===== config.mk =====
export PLATFORM = sky130hd
export DESIGN_NAME = mgd_device_end_flat
export DESIGN_NICKNAME = d
export VERILOG_FILES = /design/src/core/mgd_pkg.sv /design/src/core/mgd_if.sv /design/src/core/mgd_device_end.sv /design/src/flat_wrapper.sv
export VERILOG_INCLUDE_DIRS = /design/src /design/src/core
export SDC_FILE = /design/constraint.sdc
export NUM_CORES = 1
export LEC_CHECK = 0
export ABC_AREA = 1
export BUFFER_PORTS_ARGS = -buffer_cell sky130_fd_sc_hd__buf_4
export CORE_ASPECT_RATIO = 0.6
export CORE_MARGIN = 1.5
export CORE_UTILIZATION = 59
export DETAILED_ROUTE_END_ITERATION = 10
export GPL_TIMING_DRIVEN = 0
export PLACE_DENSITY = 0.8
export SETUP_SLACK_MARGIN = 0.1
export SYNTH_ARGS = -nofsm -noshare
export SYNTH_HDL_FRONTEND = slang
export SYNTH_SLANG_ARGS = --single-unit

===== constraint.sdc =====
create_clock -name pclk -period 3.65 [get_ports pclk]
set_input_delay 0.365 -clock pclk [delete_from_list [all_inputs] [get_ports pclk]]
set_output_delay 0.365 -clock pclk [all_outputs]
set_load 0.02 [all_outputs]

===== src/core/mgd_defs.svh =====
// offsets, field positions, reset values and masks of the gap decoder
`ifndef MGD_DEFS_SVH
`define MGD_DEFS_SVH

// device register offsets on the configuration link
`define MGD_OFS_MID_CTL 8'h78
`define MGD_OFS_MID_UPPER 8'h7a
`define MGD_OFS_LOW_CTL 8'h7c
`define MGD_OFS_HIGH_START 8'h88
`define MGD_OFS_HIGH_END 8'h8c

// reset values
`define MGD_RST_MID_CTL 16'h0010
`define MGD_RST_MID_UPPER 16'h0000
`define MGD_RST_LOW_CTL 32'h0010_0000
`define MGD_RST_HIGH_START 32'h0000_0000
`define MGD_RST_HIGH_END 32'h0000_0000

// writable bits; everything else is reserved and reads zero
`define MGD_WMASK_MID_CTL 16'hfef0
`define MGD_WMASK_MID_UPPER 16'h0fff
`define MGD_WMASK_LOW_CTL 32'hfff0_0c1f
`define MGD_WMASK_HIGH_START 32'h8000_ffff
`define MGD_WMASK_HIGH_END 32'h0000_ffff

// field positions
`define MGD_MID_EN_BIT 15
`define MGD_MID_SIZE_HI 14
`define MGD_MID_SIZE_LO 10
`define MGD_MID_RECLAIM_BIT 9
`define MGD_MID_NIB_HI 7
`define MGD_MID_NIB_LO 4
`define MGD_LOW_START_HI 31
`define MGD_LOW_START_LO 20
`define MGD_LOW_EN_BIT 11
`define MGD_LOW_RECLAIM_BIT 10
`define MGD_LOW_SIZE_HI 4
`define MGD_LOW_SIZE_LO 0
`define MGD_HIGH_EN_BIT 31

// gap size codes
`define MGD_SZ_1MB 5'h00
`define MGD_SZ_2MB 5'h04
`define MGD_SZ_4MB 5'h0c
`define MGD_SZ_8MB 5'h1c
`define MGD_SZ_16MB 5'h1e
`define MGD_SZ_32MB 5'h1f

// controller APB register offsets
`define MGD_APB_CTRL 12'h000
`define MGD_APB_WDATA 12'h004
`define MGD_APB_RDATA 12'h008
`define MGD_APB_STATUS 12'h00c
`define MGD_APB_PROBE 12'h010

// controller field positions
`define MGD_CTRL_GO_BIT 0
`define MGD_CTRL_WR_BIT 1
`define MGD_CTRL_ADDR_HI 15
`define MGD_CTRL_ADDR_LO 8

`endif


===== src/core/mgd_pkg.sv =====
// types shared by both ends of the gap decoder link
package mgd_pkg;
    // controller sequencer states, gray along idle-cfg-probe
    typedef enum logic [1:0]
    {
        MGD_IDLE = 2'b00,
        MGD_CFG = 2'b01,
        MGD_PROBE = 2'b11
    } mgd_state_t;
    // one-hot-ish gap hit vector: {high, middle, low}
    typedef logic [2:0] mgd_hit_t;
endpackage


===== src/core/mgd_if.sv =====
// link between the gap decoder device and its controller
`timescale 1ns/1ps
interface mgd_if;
    // configuration access
    logic cfg_valid;
    logic cfg_write;
    logic [7:0] cfg_addr;
    logic [31:0] cfg_wdata;
    logic cfg_ack;
    logic cfg_err;
    logic [31:0] cfg_rdata;
    // memory address decode
    logic mem_valid;
    logic [15:0] mem_addr;
    logic mem_ack;
    logic mem_claim;
    logic mem_reclaim;
    logic [2:0] mem_gap;

    modport device
    (
        input cfg_valid, cfg_write, cfg_addr, cfg_wdata,
        output cfg_ack, cfg_err, cfg_rdata,
        input mem_valid, mem_addr,
        output mem_ack, mem_claim, mem_reclaim, mem_gap
    );
    modport host
    (
        output cfg_valid, cfg_write, cfg_addr, cfg_wdata,
        input cfg_ack, cfg_err, cfg_rdata,
        output mem_valid, mem_addr,
        input mem_ack, mem_claim, mem_reclaim, mem_gap
    );
endinterface


===== src/core/mgd_device_end.sv =====
// device end: memory gap registers and host address gap decode
`timescale 1ns/1ps
`include "mgd_defs.svh"

// Operation
// - middle gap enabled only by bit 15
// - middle size codes 2, 4, 16, 32 MB
// - middle and low reclaim bits, reset zero
// - middle start from nibble plus upper bits
// - software puts middle between low and high
// - low start bits 31:20, below 4 GB
// - low size codes 1..32 MB, enable bit 11
// - software puts low below the others
// - high gap enabled only by bit 31
// - high start from bits 15:0
// - high end bits 15:0, inclusive bound
module mgd_device_end
    import mgd_pkg::*;
(
    // clock and reset
    input wire logic pclk,
    input wire logic presetn,
    // link from the controller
    mgd_if.device link
);
    // register storage
    logic [15:0] mid_ctl; // middle gap control
    logic [15:0] mid_upper; // middle gap upper start address
    logic [31:0] low_ctl; // low gap control
    logic [31:0] high_start; // high gap start and enable
    logic [31:0] high_end; // high gap last region
    // answer flops
    logic cfg_ack; // one-cycle answer to a configuration access
    logic cfg_err; // access hit no register
    logic [31:0] cfg_rdata; // read data of the answered access
    logic mem_ack; // one-cycle answer to a decode request
    logic mem_claim; // controller claims the access
    logic mem_reclaim; // access lies in a reclaiming gap
    mgd_hit_t mem_gap; // gaps that contain the access

    // converts a gap size code to megabytes; zero for reserved codes
    function automatic logic [5:0] size_mb(input logic [4:0] code,
                                           input logic allow_small);
        logic [5:0] mb;
        mb = 6'h00;
        case (code)
            `MGD_SZ_1MB: mb = allow_small ? 6'h01 : 6'h00;
            `MGD_SZ_2MB: mb = 6'h02;
            `MGD_SZ_4MB: mb = 6'h04;
            `MGD_SZ_8MB: mb = allow_small ? 6'h08 : 6'h00;
            `MGD_SZ_16MB: mb = 6'h10;
            `MGD_SZ_32MB: mb = 6'h20;
            default: mb = 6'h00;
        endcase
        return mb;
    endfunction

    // configuration access decode
    // a request is taken once; the ack cycle blocks a second take
    wire cfg_take = link.cfg_valid & ~cfg_ack;
    wire cfg_wr = cfg_take & link.cfg_write;
    wire sel_mid_ctl = link.cfg_addr == `MGD_OFS_MID_CTL;
    wire sel_mid_upper = link.cfg_addr == `MGD_OFS_MID_UPPER;
    wire sel_low_ctl = link.cfg_addr == `MGD_OFS_LOW_CTL;
    wire sel_high_start = link.cfg_addr == `MGD_OFS_HIGH_START;
    wire sel_high_end = link.cfg_addr == `MGD_OFS_HIGH_END;
    wire cfg_mapped = sel_mid_ctl | sel_mid_upper | sel_low_ctl
                    | sel_high_start | sel_high_end;

    // masked write values; reserved bits always land as zero
    // reserved bits ignored
    wire [15:0] wr_mid_ctl = link.cfg_wdata[15:0] & `MGD_WMASK_MID_CTL;
    wire [15:0] wr_mid_upper = link.cfg_wdata[15:0] & `MGD_WMASK_MID_UPPER;
    wire [31:0] wr_low_ctl = link.cfg_wdata & `MGD_WMASK_LOW_CTL;
    wire [31:0] wr_high_start = link.cfg_wdata & `MGD_WMASK_HIGH_START;
    wire [31:0] wr_high_end = link.cfg_wdata & `MGD_WMASK_HIGH_END;

    // read selection; 16-bit registers sit in the low half
    wire [31:0] rd_word = sel_mid_ctl ? {16'h0000, mid_ctl}
                        : sel_mid_upper ? {16'h0000, mid_upper}
                        : sel_low_ctl ? low_ctl
                        : sel_high_start ? high_start
                        : sel_high_end ? high_end
                        : 32'h0000_0000;

    // gap field extraction
    // middle enable bit
    wire mid_en = mid_ctl[`MGD_MID_EN_BIT];
    wire [5:0] mid_mb =
        size_mb(mid_ctl[`MGD_MID_SIZE_HI:`MGD_MID_SIZE_LO], 1'b0);
    wire [15:0] mid_base =
        {mid_upper[11:0], mid_ctl[`MGD_MID_NIB_HI:`MGD_MID_NIB_LO]};
    wire [15:0] low_base =
        {4'h0, low_ctl[`MGD_LOW_START_HI:`MGD_LOW_START_LO]};
    wire [5:0] low_mb =
        size_mb(low_ctl[`MGD_LOW_SIZE_HI:`MGD_LOW_SIZE_LO], 1'b1);
    wire low_en = low_ctl[`MGD_LOW_EN_BIT];
    wire mid_reclaim = mid_ctl[`MGD_MID_RECLAIM_BIT];
    wire low_reclaim = low_ctl[`MGD_LOW_RECLAIM_BIT];
    wire high_en = high_start[`MGD_HIGH_EN_BIT];
    wire [15:0] high_base = high_start[15:0];
    wire [15:0] high_last = high_end[15:0];

    // range compares in 1 MB units; 17 bits so the top cannot wrap
    wire [16:0] addr17 = {1'b0, link.mem_addr};
    wire [16:0] mid_top = {1'b0, mid_base} + {11'h000, mid_mb};
    wire [16:0] low_top = {1'b0, low_base} + {11'h000, low_mb};
    // a reserved size code gives a zero size, so that gap never hits
    wire mid_hit = mid_en & (addr17 >= {1'b0, mid_base}) & (addr17 < mid_top);
    // low gap never reaches 4 GB
    wire low_hit = low_en & (link.mem_addr[15:12] == 4'h0)
                 & (addr17 >= {1'b0, low_base}) & (addr17 < low_top);
    wire high_hit = high_en & (link.mem_addr >= high_base)
                  & (link.mem_addr <= high_last);
    // overlap is software's fault; hits are simply ORed
    wire any_hit = mid_hit | low_hit | high_hit;
    wire any_reclaim = (mid_hit & mid_reclaim) | (low_hit & low_reclaim);

    // register writes; a write lands on the take edge
    always_ff @(posedge pclk or negedge presetn)
    begin
        if (!presetn)
        begin
            mid_ctl <= `MGD_RST_MID_CTL;
            mid_upper <= `MGD_RST_MID_UPPER;
            low_ctl <= `MGD_RST_LOW_CTL;
            high_start <= `MGD_RST_HIGH_START;
            high_end <= `MGD_RST_HIGH_END;
        end
        else if (cfg_wr)
        begin
            if (sel_mid_ctl)
                mid_ctl <= wr_mid_ctl;
            if (sel_mid_upper)
                mid_upper <= wr_mid_upper;
            if (sel_low_ctl)
                low_ctl <= wr_low_ctl;
            if (sel_high_start)
                high_start <= wr_high_start;
            if (sel_high_end)
                high_end <= wr_high_end;
        end
    end

    // configuration answer, one cycle after the take
    always_ff @(posedge pclk or negedge presetn)
    begin
        if (!presetn)
        begin
            cfg_ack <= 1'b0;
            cfg_err <= 1'b0;
            cfg_rdata <= 32'h0000_0000;
        end
        else
        begin
            cfg_ack <= cfg_take;
            if (cfg_take)
            begin
                cfg_err <= ~cfg_mapped;
                cfg_rdata <= link.cfg_write ? 32'h0000_0000 : rd_word;
            end
        end
    end

    // decode answer, one cycle after the request
    always_ff @(posedge pclk or negedge presetn)
    begin
        if (!presetn)
        begin
            mem_ack <= 1'b0;
            mem_claim <= 1'b0;
            mem_reclaim <= 1'b0;
            mem_gap <= 3'h0;
        end
        else
        begin
            // back-to-back requests answered on alternate cycles
            mem_ack <= link.mem_valid & ~mem_ack;
            if (link.mem_valid & ~mem_ack)
            begin
                mem_claim <= ~any_hit;
                mem_reclaim <= any_reclaim;
                mem_gap <= {high_hit, mid_hit, low_hit};
            end
        end
    end

    // link outputs straight from the answer flops
    assign link.cfg_ack = cfg_ack;
    assign link.cfg_err = cfg_err;
    assign link.cfg_rdata = cfg_rdata;
    assign link.mem_ack = mem_ack;
    assign link.mem_claim = mem_claim;
    assign link.mem_reclaim = mem_reclaim;
    assign link.mem_gap = mem_gap;
endmodule


===== src/flat_wrapper.sv =====
// flat-port wrapper written by rule: the top's interface ports become plain ports
module mgd_device_end_flat import mgd_pkg::*;
  (pclk, presetn, link_cfg_valid, link_cfg_write, link_cfg_addr, link_cfg_wdata, link_cfg_ack, link_cfg_err, link_cfg_rdata, link_mem_valid, link_mem_addr, link_mem_ack, link_mem_claim, link_mem_reclaim, link_mem_gap);
  mgd_if link_i ();
  input wire logic pclk;
  input wire logic presetn;
  input wire logic [$bits(link_i.cfg_valid)-1:0] link_cfg_valid;
  input wire logic [$bits(link_i.cfg_write)-1:0] link_cfg_write;
  input wire logic [$bits(link_i.cfg_addr)-1:0] link_cfg_addr;
  input wire logic [$bits(link_i.cfg_wdata)-1:0] link_cfg_wdata;
  output wire logic [$bits(link_i.cfg_ack)-1:0] link_cfg_ack;
  output wire logic [$bits(link_i.cfg_err)-1:0] link_cfg_err;
  output wire logic [$bits(link_i.cfg_rdata)-1:0] link_cfg_rdata;
  input wire logic [$bits(link_i.mem_valid)-1:0] link_mem_valid;
  input wire logic [$bits(link_i.mem_addr)-1:0] link_mem_addr;
  output wire logic [$bits(link_i.mem_ack)-1:0] link_mem_ack;
  output wire logic [$bits(link_i.mem_claim)-1:0] link_mem_claim;
  output wire logic [$bits(link_i.mem_reclaim)-1:0] link_mem_reclaim;
  output wire logic [$bits(link_i.mem_gap)-1:0] link_mem_gap;
  assign link_i.cfg_valid = link_cfg_valid;
  assign link_i.cfg_write = link_cfg_write;
  assign link_i.cfg_addr = link_cfg_addr;
  assign link_i.cfg_wdata = link_cfg_wdata;
  assign link_cfg_ack = link_i.cfg_ack;
  assign link_cfg_err = link_i.cfg_err;
  assign link_cfg_rdata = link_i.cfg_rdata;
  assign link_i.mem_valid = link_mem_valid;
  assign link_i.mem_addr = link_mem_addr;
  assign link_mem_ack = link_i.mem_ack;
  assign link_mem_claim = link_i.mem_claim;
  assign link_mem_reclaim = link_i.mem_reclaim;
  assign link_mem_gap = link_i.mem_gap;
  mgd_device_end u_core (.pclk(pclk), .presetn(presetn), .link(link_i));
endmodule

# After elaboration in Yosys (flattened, before gate mapping)

Cells that the tools add are included.

Register bits: 115
Bits of input ports: 61
Output and inout port bits: 40
Word-level logic and storage cells: 72

Add/subtract/negate cells: 2
$lt $le $gt $ge: 6
Equality and inequality tests: 14
Mux-type cells: 8
Bitwise gates (word level): 23
Reductions and logical operators: 7

Operators with widths:

| kind                                                 | number |
|---|---|
| 2-to-1 mux 32 bit                                    | 5 |
| case mux 6 bit (6 select lines)                      | 1 |
| < comparator 16 x 17 -> 1 bit                        | 2 |
| greater-or-equal comparator 16 bit                   | 2 |
| equality test 5 bit (second input constant)          | 5 |
| equality test 8 x 7 -> 1 bit (second input constant) | 3 |
| case mux 6 bit (4 select lines)                      | 1 |
| adder 16 x 6 -> 17 bit                               | 1 |
| equality test 8 bit (second input constant)          | 2 |
| greater-or-equal comparator 16 x 12 -> 1 bit         | 1 |
| less-or-equal comparator 16 bit                      | 1 |
| 2-to-1 mux 16 bit                                    | 1 |
| adder 12 x 6 -> 13 bit                               | 1 |
| AND 1 bit                                            | 12 |
| equality test 5 x 3 -> 1 bit (second input constant) | 2 |
| equality test 5 x 4 -> 1 bit (second input constant) | 2 |
| AND reduction 2 bit                                  | 5 |
| bitwise OR 1 bit                                     | 7 |
| logical NOT 5 bit                                    | 1 |
| logical NOT 4 bit                                    | 1 |
| inverter 1 bit                                       | 4 |

# Depth between registers and ports, before layout

Gate-level depths: netlist of run 1.

Depth after elaboration: 8
Mapped depth: 24
Depth with buffers taken out: 24

# Worst setup path after synthesis of run 1

Ideal clock, no wire load.

Path kind: register to register
From: register u_core.mid_ctl[14]
To: register u_core.mem_claim, in the netlist u_core.link.mem_claim
Setup time: 0.126 ns
Arrival time: 2.993 ns
Required time: 3.524 ns
Slack: 0.532 ns
Stages on the path, launching flop included: 24
Path buffers: 0
Period minus slack after synthesis: 3.118 ns
Cells stage by stage: dfrtp_1 -> or3_1 -> nor3b_1 -> ha_1 -> fa_1 -> nand3_1 -> nand2_1 -> nand2_1 -> nand2_1 -> nand2_1 -> nor3_2 -> nand2_1 -> nor2_1 -> nand2_1 -> nand2_1 -> ha_1 -> nand2_1 -> nor2_1 -> a211oi_1 -> nand2_1 -> nand2_1 -> nand3_1 -> nand2_1 -> o21ai_0

Word-level cells in the longest chain between the ends: 8
Elaborated cells on any way between the ends: 11
Those cells by class: add/sub: 1; order compare: 1; eq/ne: 4; mux: 1; bitwise: 4

RTL lines:

| what                                        | RTL line              | source |
|---|---|---|
| start: declaration                          | mgd_device_end.sv:27  | `logic [15:0] mid_ctl;` |
| start signal: assignment                    | mgd_device_end.sv:124 | `` mid_ctl <= `MGD_RST_MID_CTL; `` |
| start signal: assignment                    | mgd_device_end.sv:133 | `mid_ctl <= wr_mid_ctl;` |
| equality test 5 bit (tied with other cells) | mgd_device_end.sv:46  | `case (code)` |
| case mux 6 bit (4 select lines) (*)         | mgd_device_end.sv:46  |  |
| adder 16 x 6 -> 17 bit (*)                  | mgd_device_end.sv:106 | `wire [16:0] mid_top = {1'b0, mid_base} + {11'h000, mid_mb};` |
| < comparator 16 x 17 -> 1 bit (*)           | mgd_device_end.sv:109 | `wire mid_hit = mid_en & (addr17 >= {1'b0, mid_base}) & (addr17 < mid_top);` |
| AND 1 bit (*)                               | mgd_device_end.sv:109 |  |
| bitwise OR 1 bit (*) (2 in series)          | mgd_device_end.sv:116 | `wire any_hit = mid_hit \| low_hit \| high_hit;` |
| inverter 1 bit (*)                          | mgd_device_end.sv:181 | `mem_claim <= ~any_hit;` |
| end signal: assignment                      | mgd_device_end.sv:181 |  |
| end: declaration                            | mgd_device_end.sv:37  | `logic mem_claim;` |

Mark *: on every way between the ends. The rest lies on a longest branch, timed or not.
A chain may end at the register's enable or synchronous reset.

# Final worst setup path of run 1

From: register u_core.mid_ctl[11]
To: register u_core.mem_reclaim, in the netlist u_core.link.mem_reclaim

Word-level cells in the longest chain between the ends: 7
Elaborated cells on any way between the ends: 10
Those cells by class: add/sub: 1; order compare: 1; eq/ne: 4; mux: 1; bitwise: 3

RTL lines:

| what                                        | RTL line              | source |
|---|---|---|
| equality test 5 bit (tied with other cells) | mgd_device_end.sv:46  |  |
| case mux 6 bit (4 select lines) (*)         | mgd_device_end.sv:46  |  |
| adder 16 x 6 -> 17 bit (*)                  | mgd_device_end.sv:106 |  |
| < comparator 16 x 17 -> 1 bit (*)           | mgd_device_end.sv:109 |  |
| AND 1 bit (*)                               | mgd_device_end.sv:109 |  |
| AND 1 bit (*)                               | mgd_device_end.sv:117 | `wire any_reclaim = (mid_hit & mid_reclaim) \| (low_hit & low_reclaim);` |
| bitwise OR 1 bit (*)                        | mgd_device_end.sv:117 |  |
| end signal: assignment                      | mgd_device_end.sv:182 | `mem_reclaim <= any_reclaim;` |
| end: declaration                            | mgd_device_end.sv:38  | `logic mem_reclaim;` |

Marks and branches as above.

==> results of run 1 <==
final timing paths:
path / to / depth (start not counted) / start
min in group pclk: u_core.link.cfg_ack$_DFF_PN0_ / 3 / link_cfg_valid
max reg2reg: u_core.link.mem_reclaim$_DFFE_PN0P_ / 23 / u_core.mid_ctl[11]$_DFFE_PN0P_
min: u_core.link.cfg_rdata[13]$_DFFE_PN0P_ / 1 / presetn
max: u_core.link.mem_reclaim$_DFFE_PN0P_ / 23 / u_core.mid_ctl[11]$_DFFE_PN0P_
max in group asynchronous: u_core.mid_ctl[4]$_DFFE_PN1P_ / 2 / presetn
min reg2reg: u_core.link.cfg_ack$_DFF_PN0_ / 1 / u_core.link.cfg_ack$_DFF_PN0_
logic make-up (layout without fill, tap and decap cells):
family	after synthesis	count (layout)
buf+inv	155	292
simple gates	382	382
xor+xnor	21	21
other cells	1	4
compound gates	207	207
flops	111	111
fa+ha+maj	99	99
through the flow:
step / util, % / hold WS [ns] / setup slack [ns] / setup TNS, ns
6_report: 74.8 / -0.0461 / 0.0877 / 0
5_1_grt: 74.8 / 0.000613 / -0.0774 / -0.124
3_3_place_gp: 68.9 / 0.444 / 0.0104 / 0
2_1_floorplan: - / 0.0694 / 0.532 / 0
4_1_cts: 72.8 / 0.237 / 0.0999 / 0
3_5_place_dp: 68.9 / 0.443 / -0.0171 / -0.0171
state kept, by name, indices dropped and copies added (netlist names):
register                 cells
u_core.link.mem_claim        1
u_core.link.cfg_err          1
u_core.link.cfg_rdata       28
u_core.low_ctl              19
u_core.link.mem_reclaim      1
u_core.mid_upper            12
u_core.high_start           17
u_core.link.mem_gap          3
u_core.link.cfg_ack          1
u_core.link.mem_ack          1
u_core.mid_ctl              11
u_core.high_end             16
power by group through the flow:
stage	Combinational, W	Sequential (W)	Clock (W)
floorplan	0.000258	0.00130	0
global placement	0.000429	0.00129	0
detailed placement	0.000445	0.00130	0
CTS	0.000454	0.00127	0.00104
global route	0.000562	0.00128	0.00109
finish	0.000499	0.00127	0.00104
placed cells by master, fill, tap and decap left out, drive strengths merged, types with 10 or more instances in the layout:
| cell type | n |
|---|---|
| a21oi | 59 |
| buf | 135 |
| clkbuf | 25 |
| dfrtp | 109 |
| ha | 97 |
| inv | 128 |
| nand2 | 246 |
| nand3 | 31 |
| nand4 | 10 |
| nor2 | 75 |
| nor3 | 11 |
| o21ai | 116 |
| o22ai | 12 |
| xor2 | 15 |
per-layer routing:
layer	up-vias	wire, um
li1	3471	-
met3	57	3290
met1	3549	10400
met2	493	9780
met5	-	0
met4	0	541
synthesized netlist by cell type (2+ instances only):
cell type / number
inv_1: 123
nor4_1: 3
ha_1: 97
nor2_4: 3
o21ai_1: 19
xnor2_1: 6
buf_4: 5
xor2_1: 15
o21ai_0: 97
a21oi_1: 59
nand3_1: 30
o22ai_1: 12
inv_2: 4
nand2_2: 2
a21o_1: 4
nor2_1: 71
nand4_1: 10
o211ai_1: 6
buf_2: 8
fa_1: 2
o21a_1: 4
dfrtp_1: 109
nor3b_1: 2
clkbuf_1: 14
dfstp_2: 2
nor3_1: 10
o21bai_1: 3
nand2_1: 244
timing repair:
action,4_1_cts,5_1_grt
pin swaps,9,35
setup buffers,15,15
endpoints found under the setup margin,3,4
gates resized for setup,15,40
hold buffers,0,0
layout make-up:
class / instances / area [um^2] / share of cell area [%]
buffer: 28 / 141 / 1.54
clock buffer: 11 / 233 / 2.54
clock inverter: 5 / 66.3 / 0.723
inverter: 127 / 477 / 5.20
multi-input combinational: 713 / 4330 / 47.2
sequential: 111 / 2780 / 30.3
tap: 165 / 206 / 2.25
timing repair buffer: 121 / 940 / 10.2
==> impl_metrics.ini, run 1 <==
[status]
status = finished with violations
failed_checks = hold timing

[sta]
tightest_slew_ns = 0.680
period_share_pct = 97.6
max_freq_mhz = 281
min_period_ns = 3.56
fin_skew_ns = 0.00622
grt_setup_unrepaired = true
setup_viol = 0
hold_violations = 54
relSlewSlack_pct = 54.7
hold_slack_ns = -0.0461
final-max-slew-violation-count = 0

[yosys]
netlist_area_mm2 = 0.00753
synth_cell_types = 40
synth_area_leaders = dfrtp_1 (36%), ha_1 (16%), nand2_1 (12%)
synth_compound_area_share_pct = 14.6
synth_warnings = 0
synth-async-reset-ratio_pct = 100
seq_area_frac_synth_pct = 36.9
synth_seq_cells = 111
yosysTopAreaCell = dfrtp_1
synthMuxAreaShare_pct = 0
synthAdderAreaFrac_pct = 16.6
syn-instance-count = 976
synth_edf_count = 0
synth_top_family_by_area = simple AND/OR/NAND/NOR gates
avgSynthCellArea_um2 = 7.72
synthSimpleGateAreaFrac_pct = 21.1
ys.flop_type = dfrtp_1
synth_top_area_share_pct = 36.2
yosys.area_share.xor_xnor_pct = 2.44

[clock_network]
cts_buffer_depth = 2
cts_max_level = 3
cts_tree = done
insertion_delay_ns = 0.36
cts_buffers = 9
cts_root_buf = clkbuf_16
cts.clk_slew.worst_paths_ns = 0.08
numClockSinks = 111

[global_routing]
grt_max_degree = 112
grt_usage_pct = 35.7
antenna_found_initial = 0
grt_use_met2_pct = 48.5
grt_util_met3_pct = 13.5
grt_pass1_wl_mm = 36.7
grt_overflow_total = 0
grt_pass1_vias = 6905
grt.met1_usage_pct = 52.3
globalRoute.busiestLayer = met1

[placed_design]
dp.cells = 1236
gp_congestion = 0.987
io_buffers = 92
dpl.hpwl_mm = 17.2
dpl_cell_area_mm2 = 0.00844

[power]
power_leakage_nw = 4.53
combPwrFrac_pct = 17.7
p_int_w = 0.00200
peakVddDrop_v = 0.000259
p_switching_w = 0.000819
p_clk_share_pct = 37.0
power_w = 0.00282
power_frac_seq_pct = 45.2
power.density_mw_per_mm2 = 307
switching_share_pct = 29.1

[finish]
drive_above_1_share_pct = 18.7
fill_cells = 941
area_delta_synth_final_pct = 21.8
antenna_cells = 0
layoutNonFillerInstCount = 1281
finalNetCount = 1271
finalInstanceArea_mm2 = 0.00917

[routing]
detail_route.wl_per_cell_um = 18.8
vias = 7570
drtIter0Drc = 828
routed_wl_mm = 24.0
drc = 0
drt-pass1-iter-count = 6
ant_nets = 0
routed_via_density = 5.91

[setup_path]
slowest_delay_ns = 0.44
critical-path-slowest-cell = dfrtp_1
cp_common_cell = nand2_1
path_cells = buf_4 -> buf_6 -> nand2_1 -> nor3_2 -> ha_1 -> buf_4 -> buf_4 -> nand2_1 -> nor2_1 -> nand2_2 -> nand2_2 -> nand3_4 -> nor3_4 -> xor2_1 -> ha_1 -> buf_4 -> a211oi_2 -> nand2_2 -> nand2_2 -> nand4_1 -> nand2_1 -> nand2_1 -> nand2_1
crit_fanout = 3
reg2reg_slack_ns = 0.09
crit_family = simple AND/OR/NAND/NOR gates
endpoint_kind = flop
crit_required_ns = 3.95
crit_arrival_ns = 3.87
critPathBufInv = 5
start_kind = flop
path_class = flop to flop

[floorplan]
core_mm2 = 0.0123
start_util_pct = 61.5
ioPinCount = 101
dieArea_mm2 = 0.0135
dieHeight_um = 90.5
die_w_um = 149
num_rows = 31

[hold_path]
hold_class = primary input to async pin

[run]
drv_cap = 0
No activity file was read; power rests on OpenSTA's default activity.
==> run 2: changes to the inputs <==
- PLACE_DENSITY: 0.8 -> 0.81
- REMOVE_ABC_BUFFERS: not set -> 1
==> run 2 against run 1 <==
  * The run still ends with hold timing left
  * Power up 2.7%
  * First-iteration DRC count down 33%
  * Routed wire length down 14%
  * Register-to-register slack better by 0.05 ns
  * Critical path depth down 1
  * Clock-buffer cell count down 1
  * Combinational power down 6.2%
  * Sequential power about the same
  * Critical endpoint unchanged
  * Largest power group unchanged
==> impl_metrics.ini, run 2 (synthesized netlist as in run 1, its figures left out) <==
[clock_network]
cts_root_buf = clkbuf_16
cts_max_level = 3
hold_buffers = 0
numClockSinks = 111
cts_buffers = 9
cts_tree = done
cts_buffer_depth = 2
cts.clk_slew.worst_paths_ns = 0.08
insertion_delay_ns = 0.36

[finish]
finalNetCount = 1220
final_common_cell = nand2_1
final_cell_mix = nand2_1 (237), inv_1 (122), dfrtp_1 (108)
final_util_pct = 72.2
largest_reg_flops = 28
area_delta_synth_final_pct = 17.4
drive_above_1_share_pct = 14.9
antenna_cells = 0
largest_registers = u_core.link.cfg_rdata: 28 flops, u_core.low_ctl: 19 flops, u_core.high_start: 17 flops
regMostFlops = u_core.link.cfg_rdata

[setup_path]
rr_endpoint = u_core.link.mem_reclaim$_DFFE_PN0P_
crit_fanout = 3
start_kind = flop
endpoint_kind = flop
crit_required_ns = 3.95
reg2reg_slack_ns = 0.14
path_class = flop to flop
r2r_start = u_core.mid_ctl[14]$_DFFE_PN0P_
ff2ff_path_depth = 22
crit_arrival_ns = 3.81

[global_routing]
grt_pass1_vias = 6269
grt_max_degree = 112
antenna_found_initial = 0
grt_overflow_total = 0
grt_usage_pct = 31.6
grt_pass1_wl_mm = 32.7

[routing]
detail_route.wl_per_cell_um = 16.8
routed.top_layer = met4
drt-pass1-iter-count = 5
routed_wl_mm = 20.7
drtIter0Drc = 554
ant_nets = 0
vias = 6946
drc = 0
route.met3.wl_mm = 2.03
route.met2.wl_mm = 8.49
routed_via_density = 5.65
drt-met1-wl_mm = 9.87

[power]
peakVddDrop_v = 0.000224
power.density_mw_per_mm2 = 327
power_leakage_nw = 4.34

[status]
status = finished with violations
failed_checks = hold timing

[sta]
timing.final.ws_setup_ns = 0.141
final-max-slew-violation-count = 0
max_freq_mhz = 285
fin_skew_ns = 0.0113
setup_viol = 0
hold_slack_ns = -0.0418
tightest_slew_ns = 1.28
period_share_pct = 96.1
relSlewSlack_pct = 14.5
min_period_ns = 3.51
hold_violations = 37
grt_setup_unrepaired = true

[floorplan]
dieHeight_um = 90.5
start_util_pct = 61.5
num_rows = 31
dieArea_mm2 = 0.0135
die_w_um = 149
core_mm2 = 0.0123
ioPinCount = 101

[run]
drv_cap = 0

[placed_design]
dpl.hpwl_mm = 15.1
gp_congestion = 0.934
place_ws_ns = -0.0136
io_buffers = 92

[hold_path]
hold_class = primary input to async pin
==> run 2: changes by cell type in the layout (fill, tap and decap cells not counted), moves of 3 or more <==
cell and change:
nand3_1 +3, nand2_1 +6, buf_4 -26, buf_2 -8, clkbuf_1 -15, nand2_2 -6
buf_6 -3
==> run 2: worst max path at each step <==
stage	startpoint	endpoint	slack (ns)	depth (start not counted)
after floorplan	u_core.mid_ctl[14]$_DFFE_PN0P_	u_core.link.mem_claim$_DFFE_PN0P_	0.53	23
after global placement	u_core.mid_ctl[14]$_DFFE_PN0P_	u_core.link.mem_claim$_DFFE_PN0P_	0.08	23
after detailed placement	u_core.mid_ctl[14]$_DFFE_PN0P_	u_core.link.mem_claim$_DFFE_PN0P_	-0.01	23
after CTS	u_core.mid_ctl[14]$_DFFE_PN0P_	u_core.link.mem_claim$_DFFE_PN0P_	0.09	22
after global routing	u_core.mid_ctl[11]$_DFFE_PN0P_	u_core.link.mem_reclaim$_DFFE_PN0P_	-0.08	22
final	u_core.mid_ctl[14]$_DFFE_PN0P_	u_core.link.mem_reclaim$_DFFE_PN0P_	0.14	22
==> run 2: critical path, stage by stage, from the launching register on <==
cell and delay [ns]:
dfrtp_2 0.44, or3_4 0.40, nor3b_4 0.21, ha_2 0.23, fa_2 0.24, nand3_2 0.08, nand2_2 0.09, nand2_1 0.05
nand2_1 0.09, nand2_2 0.08, nor3_4 0.15, nand2_2 0.10, nor2_4 0.13, nand3_1 0.09, xor2_1 0.16, ha_1 0.28
nand2_1 0.09, nor2_1 0.05, nor2_2 0.13, nand4_1 0.12, nand2_1 0.09, nand2_1 0.06, nand2_1 0.08
==> run 2: per-stage QoR <==
step	cell area (um^2)	setup TNS (ns)	instances	total power [W]
floorplan	7400	0	951	0.00155
global placement	8300	0	1208	0.00172
detailed placement	8300	-0.0136	1208	0.00173
CTS	8680	0	1226	0.00288
global route	8840	-0.121	1230	0.00301
finish	8840	0	1230	0.00289
==> run 2: repair_timing <==
item	in CTS	in global routing
gates resized for setup	6	29
buffers inserted	2	3
pin swaps	1	17
endpoints found under the setup margin	3	4
gates cloned	0	0
==> run 2: where the power goes <==
group	internal (W)	total, W	switching, W
combinational	0.000186	0.000468	0.000281
clock	0.000678	0.00115	0.000472
sequential	0.00125	0.00127	0.0000212
total	0.00212	0.00289	0.000774
==> run 2: layer usage <==
layer	GRT usage [%]	vias to the layer above
li1	-	3370
met1	49.0	3234
met2	44.7	317
met3	5.91	25
met4	8.66	0
met5	0	-
==> run 2: final cells by class <==
cell class              instances  area [um^2]
repair buffers                 98          759
fillers                      1032         3410
inverters                     127          477
flip-flops and latches        111         2780
clock inverters                 6          116
clock buffers                  10          229
well taps                     165          206
multi-input cells             713         4270
